<file path="src/logic/acc_params.svh">
// Offsets, field positions, reset values and timing counts of the comparator control block
`ifndef ACC_PARAMS_SVH
`define ACC_PARAMS_SVH

// ----------------------------------------
// Register indices (byte address = index * 4)
// ----------------------------------------
`define ACC_IDX_STATUS_CTRL 8'h50
`define ACC_IDX_CONV_CTRL_B 8'h7B
`define ACC_IDX_DIG_DISABLE 8'h7F
`define ACC_IDX_AUX_CTRL 8'h60
`define ACC_IDX_IRQ_STATUS 8'h61
`define ACC_IDX_IRQ_MASK 8'h62

// ----------------------------------------
// Status and control fields
// ----------------------------------------
`define ACC_SC_DISABLE 7
`define ACC_SC_BANDGAP 6
`define ACC_SC_OUTPUT 5
`define ACC_SC_FLAG 4
`define ACC_SC_IRQ_EN 3
`define ACC_SC_CAPTURE 2
`define ACC_SC_MODE_HI 1
`define ACC_SC_MODE_LO 0

// ----------------------------------------
// Converter control B, digital disable, auxiliary fields
// ----------------------------------------
`define ACC_CB_MUX_EN 6
`define ACC_CB_CH_HIGH 3
`define ACC_CB_TRIG_HI 2
`define ACC_DD_NEG 1
`define ACC_DD_POS 0
`define ACC_AUX_GLOBAL_IE 0
`define ACC_AUX_CONV_EN 1
`define ACC_AUX_CH_LO 2
`define ACC_AUX_CH_HI 4
`define ACC_IS_FLAG_EVT 0
`define ACC_IS_TOGGLE 1

// ----------------------------------------
// Reset values and timing
// ----------------------------------------
`define ACC_RST_BYTE 8'h00
`define ACC_IRQ_BITS 2
`define ACC_READ_WAIT 1

`endif

</file>
<file path="src/logic/acc_pkg.sv">
// Types shared by the comparator control modules
package acc_pkg;

	typedef enum logic [1:0]
	{
		ACC_MODE_TOGGLE = 2'h0,
		ACC_MODE_RSVD = 2'h1,
		ACC_MODE_FALL = 2'h2,
		ACC_MODE_RISE = 2'h3
	} acc_mode_t;

	// Gray order along idle -> read wait -> idle
	typedef enum logic [1:0]
	{
		ACC_BUS_IDLE = 2'h0,
		ACC_BUS_RDWAIT = 2'h1
	} acc_bus_state_t;

endpackage : acc_pkg

</file>
<file path="src/logic/acc_evt_if.sv">
// Carrier between the control top and the event detector
`timescale 1ns/10ps
interface acc_evt_if;
	import acc_pkg::*;
	logic syncOut;
	acc_mode_t mode;
	logic modeEvt;
	logic toggleEvt;

	modport ctrl (output syncOut, output mode, input modeEvt, input toggleEvt);
	modport det (input syncOut, input mode, output modeEvt, output toggleEvt);
endinterface : acc_evt_if

</file>
<file path="src/logic/acc_top.sv">
// Analog comparator control with AHB-Lite register slave
`timescale 1ns/10ps
`include "acc_params.svh"
module acc_top
	import acc_pkg::*;
(
	// Clock, reset, enable
	input wire logic clk,
	input wire logic rst_b,
	input wire logic ce,
	// AHB-Lite slave
	input wire logic hsel,
	input wire logic [31:0] haddr,
	input wire logic [1:0] htrans,
	input wire logic hwrite,
	input wire logic [2:0] hsize,
	input wire logic [31:0] hwdata,
	input wire logic hready,
	output logic [31:0] hrdata,
	output logic hreadyout,
	output logic hresp,
	// Comparator analog front end
	input wire logic compRaw,
	output logic compPowerDown,
	output logic bandgapSelect,
	output logic negFromMux,
	output logic [2:0] negChannel,
	// Pin input buffers and port read values
	input wire logic posPinRaw,
	input wire logic negPinRaw,
	output logic posPinBufOff,
	output logic negPinBufOff,
	output logic posPinRead,
	output logic negPinRead,
	// Timer capture and processor interrupt
	output logic captureTrigger,
	input wire logic irqVectorAck,
	output logic compIrqReq,
	output logic irq
);

	// ----------------------------------------
	// Reset release
	// ----------------------------------------
	logic rstMeta_q;
	logic rstSync_b;

	always_ff @(posedge clk or negedge rst_b)
	begin
		if (!rst_b)
		begin
			rstMeta_q <= 1'b0;
			rstSync_b <= 1'b0;
		end
		else
		begin
			rstMeta_q <= 1'b1;
			rstSync_b <= rstMeta_q;
		end
	end

	// ----------------------------------------
	// Input synchronisers
	// ----------------------------------------
	logic [2:0] syncMeta_q;
	logic [2:0] sync_q;
	logic compSync;

	always_ff @(posedge clk or negedge rstSync_b)
	begin
		if (!rstSync_b)
		begin
			syncMeta_q <= 3'h0;
			sync_q <= 3'h0;
		end
		else if (ce)
		begin
			syncMeta_q <= {negPinRaw, posPinRaw, compRaw};
			sync_q <= syncMeta_q;
		end
	end

	assign compSync = sync_q[0];

	// ----------------------------------------
	// Register storage
	// ----------------------------------------
	logic compDisable_q;
	logic bandgap_q;
	logic flag_q;
	logic irqEnable_q;
	logic capture_q;
	acc_mode_t mode_q;
	logic muxEnable_q;
	logic [3:0] convB_q;
	logic [1:0] digDisable_q;
	logic globalIe_q;
	logic convEnable_q;
	logic [2:0] channel_q;
	logic [`ACC_IRQ_BITS-1:0] irqStatus_q;
	logic [`ACC_IRQ_BITS-1:0] irqMask_q;

	// ----------------------------------------
	// Bus front end
	// ----------------------------------------
	acc_bus_state_t state_q;
	logic wrPend_q;
	logic [7:0] addrIdx_q;
	logic addrOk_q;
	logic rdPend_q;
	logic accept;
	logic wrStrobe;
	logic rdStrobe;
	logic [7:0] wrByte;

	function automatic logic hit(input logic ok, input logic [7:0] idx, input logic [7:0] reg_idx);
		hit = ok && (idx == reg_idx);
	endfunction : hit

	assign accept = hsel && hready && htrans[1] && hreadyout;
	assign wrStrobe = wrPend_q;
	assign rdStrobe = (state_q == ACC_BUS_RDWAIT);
	assign wrByte = hwdata[7:0];

	always_ff @(posedge clk or negedge rstSync_b)
	begin
		if (!rstSync_b)
		begin
			state_q <= ACC_BUS_IDLE;
			wrPend_q <= 1'b0;
			rdPend_q <= 1'b0;
			addrIdx_q <= 8'h00;
			addrOk_q <= 1'b0;
			hreadyout <= 1'b1;
			hresp <= 1'b0;
		end
		else if (ce)
		begin
			hresp <= 1'b0;
			wrPend_q <= accept && hwrite;
			rdPend_q <= 1'b0;
			if (accept)
			begin
				addrIdx_q <= haddr[9:2];
				addrOk_q <= (haddr[31:10] == 22'h000000) && (haddr[1:0] == 2'h0);
			end
			case (state_q)
				ACC_BUS_IDLE:
				begin
					if (accept && !hwrite)
					begin
						state_q <= ACC_BUS_RDWAIT;
						hreadyout <= 1'b0;
					end
				end
				ACC_BUS_RDWAIT:
				begin
					state_q <= ACC_BUS_IDLE;
					hreadyout <= 1'b1;
					rdPend_q <= 1'b1;
				end
				default:
				begin
					state_q <= ACC_BUS_IDLE;
					hreadyout <= 1'b1;
				end
			endcase
		end
	end

	// ----------------------------------------
	// Read data, reserved bits zero
	// ----------------------------------------
	logic [7:0] rdByte;

	always_comb
	begin
		rdByte = 8'h00;
		if (hit(addrOk_q, addrIdx_q, `ACC_IDX_STATUS_CTRL))
			rdByte = {compDisable_q, bandgap_q, compSync, flag_q,
				irqEnable_q, capture_q, mode_q};
		else if (hit(addrOk_q, addrIdx_q, `ACC_IDX_CONV_CTRL_B))
			rdByte = {1'b0, muxEnable_q, 2'h0, convB_q};
		else if (hit(addrOk_q, addrIdx_q, `ACC_IDX_DIG_DISABLE))
			rdByte = {6'h00, digDisable_q};
		else if (hit(addrOk_q, addrIdx_q, `ACC_IDX_AUX_CTRL))
			rdByte = {3'h0, channel_q, convEnable_q, globalIe_q};
		else if (hit(addrOk_q, addrIdx_q, `ACC_IDX_IRQ_STATUS))
			rdByte = {6'h00, irqStatus_q};
		else if (hit(addrOk_q, addrIdx_q, `ACC_IDX_IRQ_MASK))
			rdByte = {6'h00, irqMask_q};
	end

	always_ff @(posedge clk or negedge rstSync_b)
	begin
		if (!rstSync_b)
			hrdata <= 32'h00000000;
		else if (ce && rdStrobe)
			hrdata <= {24'h000000, rdByte};
	end

	// ----------------------------------------
	// Comparator status and control
	// ----------------------------------------
	logic wrSc;

	assign wrSc = wrStrobe && hit(addrOk_q, addrIdx_q, `ACC_IDX_STATUS_CTRL);

	always_ff @(posedge clk or negedge rstSync_b)
	begin
		if (!rstSync_b)
		begin
			compDisable_q <= 1'b0;
			bandgap_q <= 1'b0;
			irqEnable_q <= 1'b0;
			capture_q <= 1'b0;
			mode_q <= ACC_MODE_TOGGLE;
		end
		else if (ce && wrSc)
		begin
			compDisable_q <= wrByte[`ACC_SC_DISABLE];
			bandgap_q <= wrByte[`ACC_SC_BANDGAP];
			irqEnable_q <= wrByte[`ACC_SC_IRQ_EN];
			capture_q <= wrByte[`ACC_SC_CAPTURE];
			mode_q <= acc_mode_t'(wrByte[`ACC_SC_MODE_HI:`ACC_SC_MODE_LO]);
		end
	end

	// ----------------------------------------
	// Event detection and interrupt flag
	// ----------------------------------------
	acc_evt_if evtIf ();

	assign evtIf.syncOut = compSync;
	assign evtIf.mode = mode_q;

	acc_event u_event
	(
		.clk(clk),
		.rstSync_b(rstSync_b),
		.ce(ce),
		.evt(evtIf.det)
	);

	always_ff @(posedge clk or negedge rstSync_b)
	begin
		if (!rstSync_b)
			flag_q <= 1'b0;
		else if (ce)
		begin
			if (evtIf.modeEvt)
				flag_q <= 1'b1;
			else if (irqVectorAck)
				flag_q <= 1'b0;
			else if (wrSc && wrByte[`ACC_SC_FLAG])
				flag_q <= 1'b0;
		end
	end

	// ----------------------------------------
	// Converter control B, digital disable, auxiliary
	// ----------------------------------------
	always_ff @(posedge clk or negedge rstSync_b)
	begin
		if (!rstSync_b)
		begin
			muxEnable_q <= 1'b0;
			convB_q <= 4'h0;
			digDisable_q <= 2'h0;
			globalIe_q <= 1'b0;
			convEnable_q <= 1'b0;
			channel_q <= 3'h0;
			irqMask_q <= '0;
		end
		else if (ce && wrStrobe)
		begin
			if (hit(addrOk_q, addrIdx_q, `ACC_IDX_CONV_CTRL_B))
			begin
				muxEnable_q <= wrByte[`ACC_CB_MUX_EN];
				convB_q <= wrByte[`ACC_CB_CH_HIGH:0];
			end
			if (hit(addrOk_q, addrIdx_q, `ACC_IDX_DIG_DISABLE))
				digDisable_q <= wrByte[`ACC_DD_NEG:`ACC_DD_POS];
			if (hit(addrOk_q, addrIdx_q, `ACC_IDX_AUX_CTRL))
			begin
				globalIe_q <= wrByte[`ACC_AUX_GLOBAL_IE];
				convEnable_q <= wrByte[`ACC_AUX_CONV_EN];
				channel_q <= wrByte[`ACC_AUX_CH_HI:`ACC_AUX_CH_LO];
			end
			if (hit(addrOk_q, addrIdx_q, `ACC_IDX_IRQ_MASK))
				irqMask_q <= wrByte[`ACC_IRQ_BITS-1:0];
		end
	end

	// ----------------------------------------
	// Sticky interrupt status, cleared by read
	// ----------------------------------------
	logic [`ACC_IRQ_BITS-1:0] irqSet;
	logic rdIs;

	assign irqSet = {evtIf.toggleEvt, evtIf.modeEvt};
	assign rdIs = rdPend_q && hit(addrOk_q, addrIdx_q, `ACC_IDX_IRQ_STATUS);

	always_ff @(posedge clk or negedge rstSync_b)
	begin
		if (!rstSync_b)
			irqStatus_q <= '0;
		else if (ce)
			irqStatus_q <= irqSet | (rdIs ? '0 : irqStatus_q);
	end

	// ----------------------------------------
	// Registered outputs
	// ----------------------------------------
	always_ff @(posedge clk or negedge rstSync_b)
	begin
		if (!rstSync_b)
		begin
			compPowerDown <= 1'b0;
			bandgapSelect <= 1'b0;
			negFromMux <= 1'b0;
			negChannel <= 3'h0;
			posPinBufOff <= 1'b0;
			negPinBufOff <= 1'b0;
			posPinRead <= 1'b0;
			negPinRead <= 1'b0;
			captureTrigger <= 1'b0;
			compIrqReq <= 1'b0;
			irq <= 1'b0;
		end
		else if (ce)
		begin
			compPowerDown <= compDisable_q;
			bandgapSelect <= bandgap_q;
			negFromMux <= muxEnable_q && !convEnable_q;
			negChannel <= channel_q;
			posPinBufOff <= digDisable_q[`ACC_DD_POS];
			negPinBufOff <= digDisable_q[`ACC_DD_NEG];
			posPinRead <= sync_q[1] && !digDisable_q[`ACC_DD_POS];
			negPinRead <= sync_q[2] && !digDisable_q[`ACC_DD_NEG];
			captureTrigger <= capture_q && compSync;
			compIrqReq <= flag_q && irqEnable_q && globalIe_q;
			irq <= |(irqStatus_q & irqMask_q);
		end
	end

endmodule : acc_top

</file>
<file path="src/logic/acc_event.sv">
// Edge detector that turns the synchronised comparator output into mode events
`timescale 1ns/10ps
module acc_event
	import acc_pkg::*;
(
	// Clock and reset
	input wire logic clk,
	input wire logic rstSync_b,
	input wire logic ce,
	// Detector side of the carrier
	acc_evt_if.det evt
);

	logic prev_q;

	always_ff @(posedge clk or negedge rstSync_b)
	begin
		if (!rstSync_b)
			prev_q <= 1'b0;
		else if (ce)
			prev_q <= evt.syncOut;
	end

	always_comb
	begin
		evt.toggleEvt = evt.syncOut ^ prev_q;
		case (evt.mode)
			ACC_MODE_TOGGLE: evt.modeEvt = evt.syncOut ^ prev_q;
			ACC_MODE_FALL: evt.modeEvt = prev_q & ~evt.syncOut;
			ACC_MODE_RISE: evt.modeEvt = ~prev_q & evt.syncOut;
			ACC_MODE_RSVD: evt.modeEvt = 1'b0;
			default: evt.modeEvt = 1'b0;
		endcase
	end

endmodule : acc_event

</file>
<file path="config.mk">
export PLATFORM = sky130hd
export DESIGN_NAME = acc_top
export DESIGN_NICKNAME = d
export VERILOG_FILES = /design/src/logic/acc_pkg.sv /design/src/logic/acc_evt_if.sv /design/src/logic/acc_top.sv /design/src/logic/acc_event.sv
export VERILOG_INCLUDE_DIRS = /design/src /design/src/logic
export SDC_FILE = /design/constraint.sdc
export NUM_CORES = 1
export LEC_CHECK = 0
export ABC_AREA = 1
export CAP_MARGIN = 20
export CORE_MARGIN = 2
export CORE_UTILIZATION = 50
export CTS_BUF_LIST = sky130_fd_sc_hd__clkbuf_8
export DETAILED_ROUTE_END_ITERATION = 12
export DONT_BUFFER_PORTS = 1
export GPL_TIMING_DRIVEN = 1
export PLACE_DENSITY = 0.7
export SLEW_MARGIN = 10
export SYNTH_ARGS = -nofsm -noshare
export SYNTH_HDL_FRONTEND = slang
export SYNTH_HIERARCHICAL = 1
export SYNTH_SLANG_ARGS = --single-unit
export TNS_END_PERCENT = 10
</file>
<file path="constraint.sdc">
create_clock -name clk -period 2.8 [get_ports clk]
set_input_delay 0.42 -clock clk [delete_from_list [all_inputs] [get_ports clk]]
set_output_delay 0.42 -clock clk [all_outputs]
set_load 0.02 [all_outputs]
</file>
==> Word-level counts from Yosys, hierarchy flattened <==
Index checks and enable logic that the tools add are counted.
{ "word_totals": {"register_bits": 67, "output_inout_bits": 47, "elab_cells": 112} }
{ "op_classes": {"n_eq_ne": 11, "muxes": 16, "n_bitwise": 7, "reduce_logical": 41} }
{ "ops": {"columns": ["operator", "count"], "rows": [
  ["== test 8 x 7 -> 1 bit, second input constant", 6],
  ["logical AND 1 bit", 24],
  ["zero test 22 bit", 1],
  ["AND reduction 2 bit", 7],
  ["two-way mux 2 bit", 5],
  ["two-way mux 5 bit", 2],
  ["two-way mux 8 bit", 1],
  ["two-way mux 7 bit", 1],
  ["zero test 2 bit", 3],
  ["two-way mux 1 bit", 6],
  ["== test 2 x 1 -> 1 bit, second input constant", 2],
  ["== test 2 bit, second input constant", 2],
  ["zero test 1 bit", 4],
  ["one-hot mux 1 bit (4 select lines)", 1],
  ["nonzero test 3 bit", 1],
  ["AND 1 bit", 2],
  ["AND 2 bit", 1],
  ["inequality test 2 bit, second input constant", 1],
  ["NOT 1 bit", 2],
  ["bitwise OR 2 bit", 1],
  ["OR reduction 2 bit", 1],
  ["XOR 1 bit", 1]
]} }

==> Logic depth before layout (Yosys ltp) <==
{ "logic_depth": {"word_depth": 8, "mapped_depth": 11, "mapped_depth_nobuf": 10} }

==> By module <==
Netlist, hierarchy kept.
{ "by_module_without_submodules": {"columns": ["module", "instances", "cells_each", "area_each_um2", "seq_area_each_um2"], "rows": [
  ["acc_top", 1, 349, 3052.9, 1627.8],
  ["acc_event", 1, 14, 96.3, 25.0]
]} }

==> Worst setup path after synthesis <==
Ideal clock, no wire load.
{ "synth_timing": {"path_kind": "register to register", "startpoint": "register hreadyout", "endpoint": "register addrIdx_q[5]", "setup_ns": 0.127, "arrival_ns": 1.173, "required_time_ns": 2.673, "path_slack_ns": 1.500, "path_stages_with_launch": 5, "path_buffers": 1, "synth_period_minus_slack_ns": 1.300, "cell_sequence": "dfstp_2 -> nand3_1 -> nor2_2 -> buf_2 -> o21ai_0"} }
{ "synth_via": {"elab_chain_cells": 2} }
{ "synth_rtl": {"columns": ["item", "line", "source"], "rows": [
  ["from (decl)", "acc_top.sv:20", "output logic hreadyout,"],
  ["from (signal assigned)", "acc_top.sv:134", "hreadyout <= 1'b1;"],
  ["from (signal assigned)", "acc_top.sv:153", "hreadyout <= 1'b0;"],
  ["from (signal assigned)", "acc_top.sv:159", "hreadyout <= 1'b1;"],
  ["logical AND 1 bit", "acc_top.sv:120", "assign accept = hsel && hready && htrans[1] && hreadyout;"],
  ["AND reduction 2 bit (no line)", null, null],
  ["to (signal assigned)", "acc_top.sv:144", "addrIdx_q <= haddr[9:2];"],
  ["to (decl)", "acc_top.sv:108", "logic [7:0] addrIdx_q;"]
]} }
Every way passes these cells.
A chain may end at the register's enable or synchronous reset.

==> Worst setup path in the final report <==
{ "layout_timing": {"startpoint": "register hreadyout", "endpoint": "register hreadyout"} }
{ "layout_via": {"elab_chain_cells": 4} }
{ "layout_rtl": {"columns": ["item", "line", "source"], "rows": [
  ["logical AND 1 bit", "acc_top.sv:120", null],
  ["logical AND 1 bit", "acc_top.sv:150", "if (accept && !hwrite)"],
  ["inequality test 2 bit (no line)", null, null],
  ["AND reduction 2 bit (no line)", null, null]
]} }
Every way passes these cells.

==> results.sh <==
export IMPL_run_status="complete, no violations"
export IMPL_seq_power_share_pct=54.1
export IMPL_drive_above_1_share_pct=11.26
export IMPL_synthesized_area_divided_by_synthesized_cell_count_um2=8.676
export IMPL_clkSinkCount=66
export IMPL_p_comb_share_pct=5.2
export IMPL_route_detailed_wl_per_inst_um=14.14
export IMPL_r2r_start="hreadyout$_DFFE_PN1P_"
export IMPL_vias_per_cell=5.089
export IMPL_die_h_um=83.37
export IMPL_mappedNetlistArea_um2=3149
export IMPL_worstPathMaxFanout=18
export IMPL_largest_net_degree_at_the_start_of_global_routing=28
export IMPL_cts_root_to_sink_buffers=2
export IMPL_met3_wirelength_um=384
export IMPL_die_width_um=83.37
export IMPL_grt_first_pass_wirelength_um=10820
export IMPL_crit_path_start="hreadyout$_DFFE_PN1P_"
export IMPL_master_cell_of_the_clock_root_buffer="sky130_fd_sc_hd__clkbuf_8"
export IMPL_wl_met1_um=2867
export IMPL_report_final_setup_viol=0
export IMPL_path_class="reg2reg"
export IMPL_post_route_util_pct=55.24
export IMPL_irDropWorstVdd_v=0.0002915
export IMPL_final_period_utilization_pct=59.12
export IMPL_clkLatencyLatePin_ns=0.34
export IMPL_rows=28
export IMPL_critPathArrivalTime_ns=1.92
export IMPL_cts_tree="done"
export IMPL_unrepaired_setup_endpoints_after_global_routing="false"
export IMPL_timing_setup_tns_ns=0
export IMPL_static_leakage_power_nw=1.680
export IMPL_synth_cell_types=35
export IMPL_track_usage_pct=19.72
export IMPL_drt_first_pass_iters=4
export IMPL_design_final_nets=449
export IMPL_route_met2_wl_um=2992
export IMPL_power_switching_fraction_pct=24.74
export IMPL_first_iter_violations=86
export IMPL_setup_worst_path_end_class="flop"
export IMPL_gpl_final_weighted_congestion=0.8474
export IMPL_clk_transition_reported_paths_ns=0.07
export IMPL_fin_total_pwr_mw=1.861
export IMPL_postRouteWirelength_um=6335
export IMPL_synth_area_mux_share_pct=0.6357
export IMPL_diodes=0
export IMPL_synth_compound_gate_area_share_pct=10.29
export IMPL_clock_tree_htree_level_count=3
export IMPL_timing_hold_violations_final=0
export IMPL_port_buffers=0
export IMPL_fp_dieArea_um2=6950
export IMPL_cts_resized=0
export IMPL_holdCritPathClass="reg2async"
export IMPL_proportion_of_synthesized_chip_area_in_sequential_cells_pct=52.48
export IMPL_total_switching_power_mw=0.4603
export IMPL_power_per_cell_area_nw_per_um2=562.3
export IMPL_synth_xor_area_share_pct=0
export IMPL_vias=2280
export IMPL_top_metal_layer_carrying_routed_signals="met4"
export IMPL_first_global_vias=2244
export IMPL_number_of_synthesized_register_bits=66
export IMPL_max_slew_margin_pct=52.66
export IMPL_largest_family_of_logic_cells_by_synthesized_area="simple AND/OR/NAND/NOR gates"
export IMPL_finalMaxSlewViolations=0
export IMPL_setup_fix_buffers_added_after_clock_tree_synthesis=0
export IMPL_critical_path_required_ns=3.06
export IMPL_grt_antenna_before_repair=0
export IMPL_yosys_area_share_simple_pct=24.08
export IMPL_area_share_of_fa_ha_maj_cells_after_synthesis_pct=0.7946
export IMPL_p_int_mw=1.400
export IMPL_synth_yosys_warnings=6
export IMPL_floorplan_io_pins=126
export IMPL_clock_skew_final_ns=0.005192
export IMPL_place_ws_ns=1.138
export IMPL_area_delta_synth_final_pct=5.085
export IMPL_netlist_instances=363
export IMPL_clockPowerShare_pct=40.7
export IMPL_hpwlAfterDp_um=4544
export IMPL_residual_overflow_from_global_routing=0
export IMPL_core_area_um2=5991
export IMPL_drv_max_cap_violation_count=0
export IMPL_tightest_slew_ns=0.7057
export IMPL_clock_fmax_mhz=604.1
export IMPL_setup_ws_ns=1.145
export IMPL_fin_crit_ns=1.655
export IMPL_finalHoldWorstSlack_ns=0.1850
export IMPL_cts_inserted_buffers=9
export IMPL_antenna_left=0
export IMPL_initial_core_util_pct=52.57
export IMPL_startpoint_type="flop"
export IMPL_drc=0
[power by group through the flow]
stage | sequential [mW] | combinational (mW) | clock [mW]
global route | 1.01 | 0.111 | 0.823
floorplan | 1.03 | 0.102 | 0
finish | 1.01 | 0.0966 | 0.758
CTS | 1.01 | 0.0982 | 0.785
global placement | 1.02 | 0.0948 | 0
detailed placement | 1.03 | 0.0964 | 0
[synthesized netlist by cell type]
library cell / count / area share (%)
sky130_fd_sc_hd__nand2_1: 104 / 12
sky130_fd_sc_hd__dfrtp_1: 65 / 52
sky130_fd_sc_hd__inv_1: 29 / 3.5
sky130_fd_sc_hd__o21ai_0: 28 / 4.4
sky130_fd_sc_hd__buf_4: 27 / 6.4
sky130_fd_sc_hd__nor2_1: 19 / 2.3
sky130_fd_sc_hd__nand3_1: 18 / 2.9
sky130_fd_sc_hd__o21ai_1: 10 / 1.6
sky130_fd_sc_hd__nor4_1: 6 / 1.2
sky130_fd_sc_hd__a21oi_1: 5 / 0.79
sky130_fd_sc_hd__nand2_2: 5 / 0.99
sky130_fd_sc_hd__nor3_1: 5 / 0.79
sky130_fd_sc_hd__o21ai_2: 5 / 1.4
sky130_fd_sc_hd__nor2_4: 4 / 1.4
sky130_fd_sc_hd__a22o_1: 3 / 0.83
sky130_fd_sc_hd__clkbuf_1: 3 / 0.36
sky130_fd_sc_hd__nand4_1: 3 / 0.60
sky130_fd_sc_hd__buf_2: 2 / 0.32
sky130_fd_sc_hd__conb_1: 2 / 0.24
sky130_fd_sc_hd__ha_1: 2 / 0.79
sky130_fd_sc_hd__inv_2: 2 / 0.24
sky130_fd_sc_hd__mux2i_1: 2 / 0.64
sky130_fd_sc_hd__nand2_4: 2 / 0.72
sky130_fd_sc_hd__a21oi_2: 1 / 0.28
sky130_fd_sc_hd__buf_6: 1 / 0.36
sky130_fd_sc_hd__clkinv_1: 1 / 0.12
sky130_fd_sc_hd__dfstp_2: 1 / 0.83
sky130_fd_sc_hd__inv_4: 1 / 0.20
sky130_fd_sc_hd__nand3_2: 1 / 0.32
sky130_fd_sc_hd__nor2_2: 1 / 0.20
sky130_fd_sc_hd__nor3_2: 1 / 0.32
sky130_fd_sc_hd__o211ai_1: 1 / 0.24
sky130_fd_sc_hd__o21a_1: 1 / 0.24
sky130_fd_sc_hd__o221ai_1: 1 / 0.28
sky130_fd_sc_hd__o22ai_1: 1 / 0.20
[cell type report]
class	instances	area, um2
Clock inverter	7	61.31
Sequential cell	66	1654
Clock buffer	9	123.9
Fill cell	559	2681
Tap cell	75	93.84
Timing Repair Buffer	3	25.02
Multi-Input combinational cell	255	1225
Inverter	33	126.4
[placed cells by master, fill, tap and decap left out, drive strengths merged]
master       Yosys  routed
a21oi            6       6
a22o             3       3
buf             30       2
bufinv           0       1
clkbuf           3       9
clkinv           1       5
clkinvlp         0       1
conb             2      26
dfrtp           65      65
dfstp            1       1
dlygate4sd3      0       1
ha               2       2
inv             32      33
mux2i            2       2
nand2          111     111
nand3           19      19
nand4            3       3
nor2            24      24
nor3             6       6
nor4             6       6
o211ai           1       1
o21a             1       1
o21ai           43      43
o221ai           1       1
o22ai            1       1
[state kept, by name (all words and copies together) (netlist names), 2 cells and up]
name	cells
negChannel	3
irqMask_q	2
sync_q	3
digDisable_q	2
evtIf.mode	2
hrdata	8
channel_q	3
convB_q	4
addrIdx_q	8
syncMeta_q	3
irqStatus_q	2
[per-stage QoR]
step / std cells / instance area (um2)
2_1_floorplan: 387 / 3239
3_3_place_gp: 431 / 3114
3_5_place_dp: 431 / 3114
4_1_cts: 448 / 3309
5_1_grt: 448 / 3309
6_report: 448 / 3309
[cell families (layout without fill, tap and decap cells)]
group / Yosys count / count (layout)
other: 2 / 26
buffers and inverters: 66 / 52
AND/OR/NAND/NOR: 169 / 169
AO/OA/AOI/OAI: 56 / 56
adder cells (fa/ha/maj): 2 / 2
flip-flops: 66 / 66
multiplexers: 2 / 2
[critical path, cell delays in order, from the launching register on]
cell	delay, ns
sky130_fd_sc_hd__dfstp_2	0.60
sky130_fd_sc_hd__nand3_1	0.10
sky130_fd_sc_hd__nor2_2	0.45
sky130_fd_sc_hd__inv_1	0.18
sky130_fd_sc_hd__o21ai_0	0.18
sky130_fd_sc_hd__nand2_1	0.07
[timing repair]
item                       4_1_cts  5_1_grt
hold buffers                     1        0
hold endpoints to repair         2        0
setup endpoints to repair        0        0
[path summary, 6_finish.rpt]
| check | end | slack (ns) | cells after the start |
|---|---|---|---|
| setup / recovery | hreadyout$_DFFE_PN1P_ | 1.14 | 5 |
| setup reg to reg | hreadyout$_DFFE_PN1P_ | 1.14 | 5 |
| hold / removal | addrIdx_q[3]$_DFFE_PN0P_ | 0.19 | 0 |
| min in group clk | sync_q[0]$_DFFE_PN0P_ | 0.19 | 1 |
| hold reg to reg | addrIdx_q[3]$_DFFE_PN0P_ | 0.19 | 0 |
| max in group asynchronous | irq$_DFFE_PN0P_ | 1.97 | 1 |
[routing by layer]
metal	global-route usage [%]	up-vias
met4	8.942	0
met3	5.268	9
met1	26.45	1081
li1	-	1130
met2	29.99	60
met5	0	-
(Power assumes the default switching activity.)
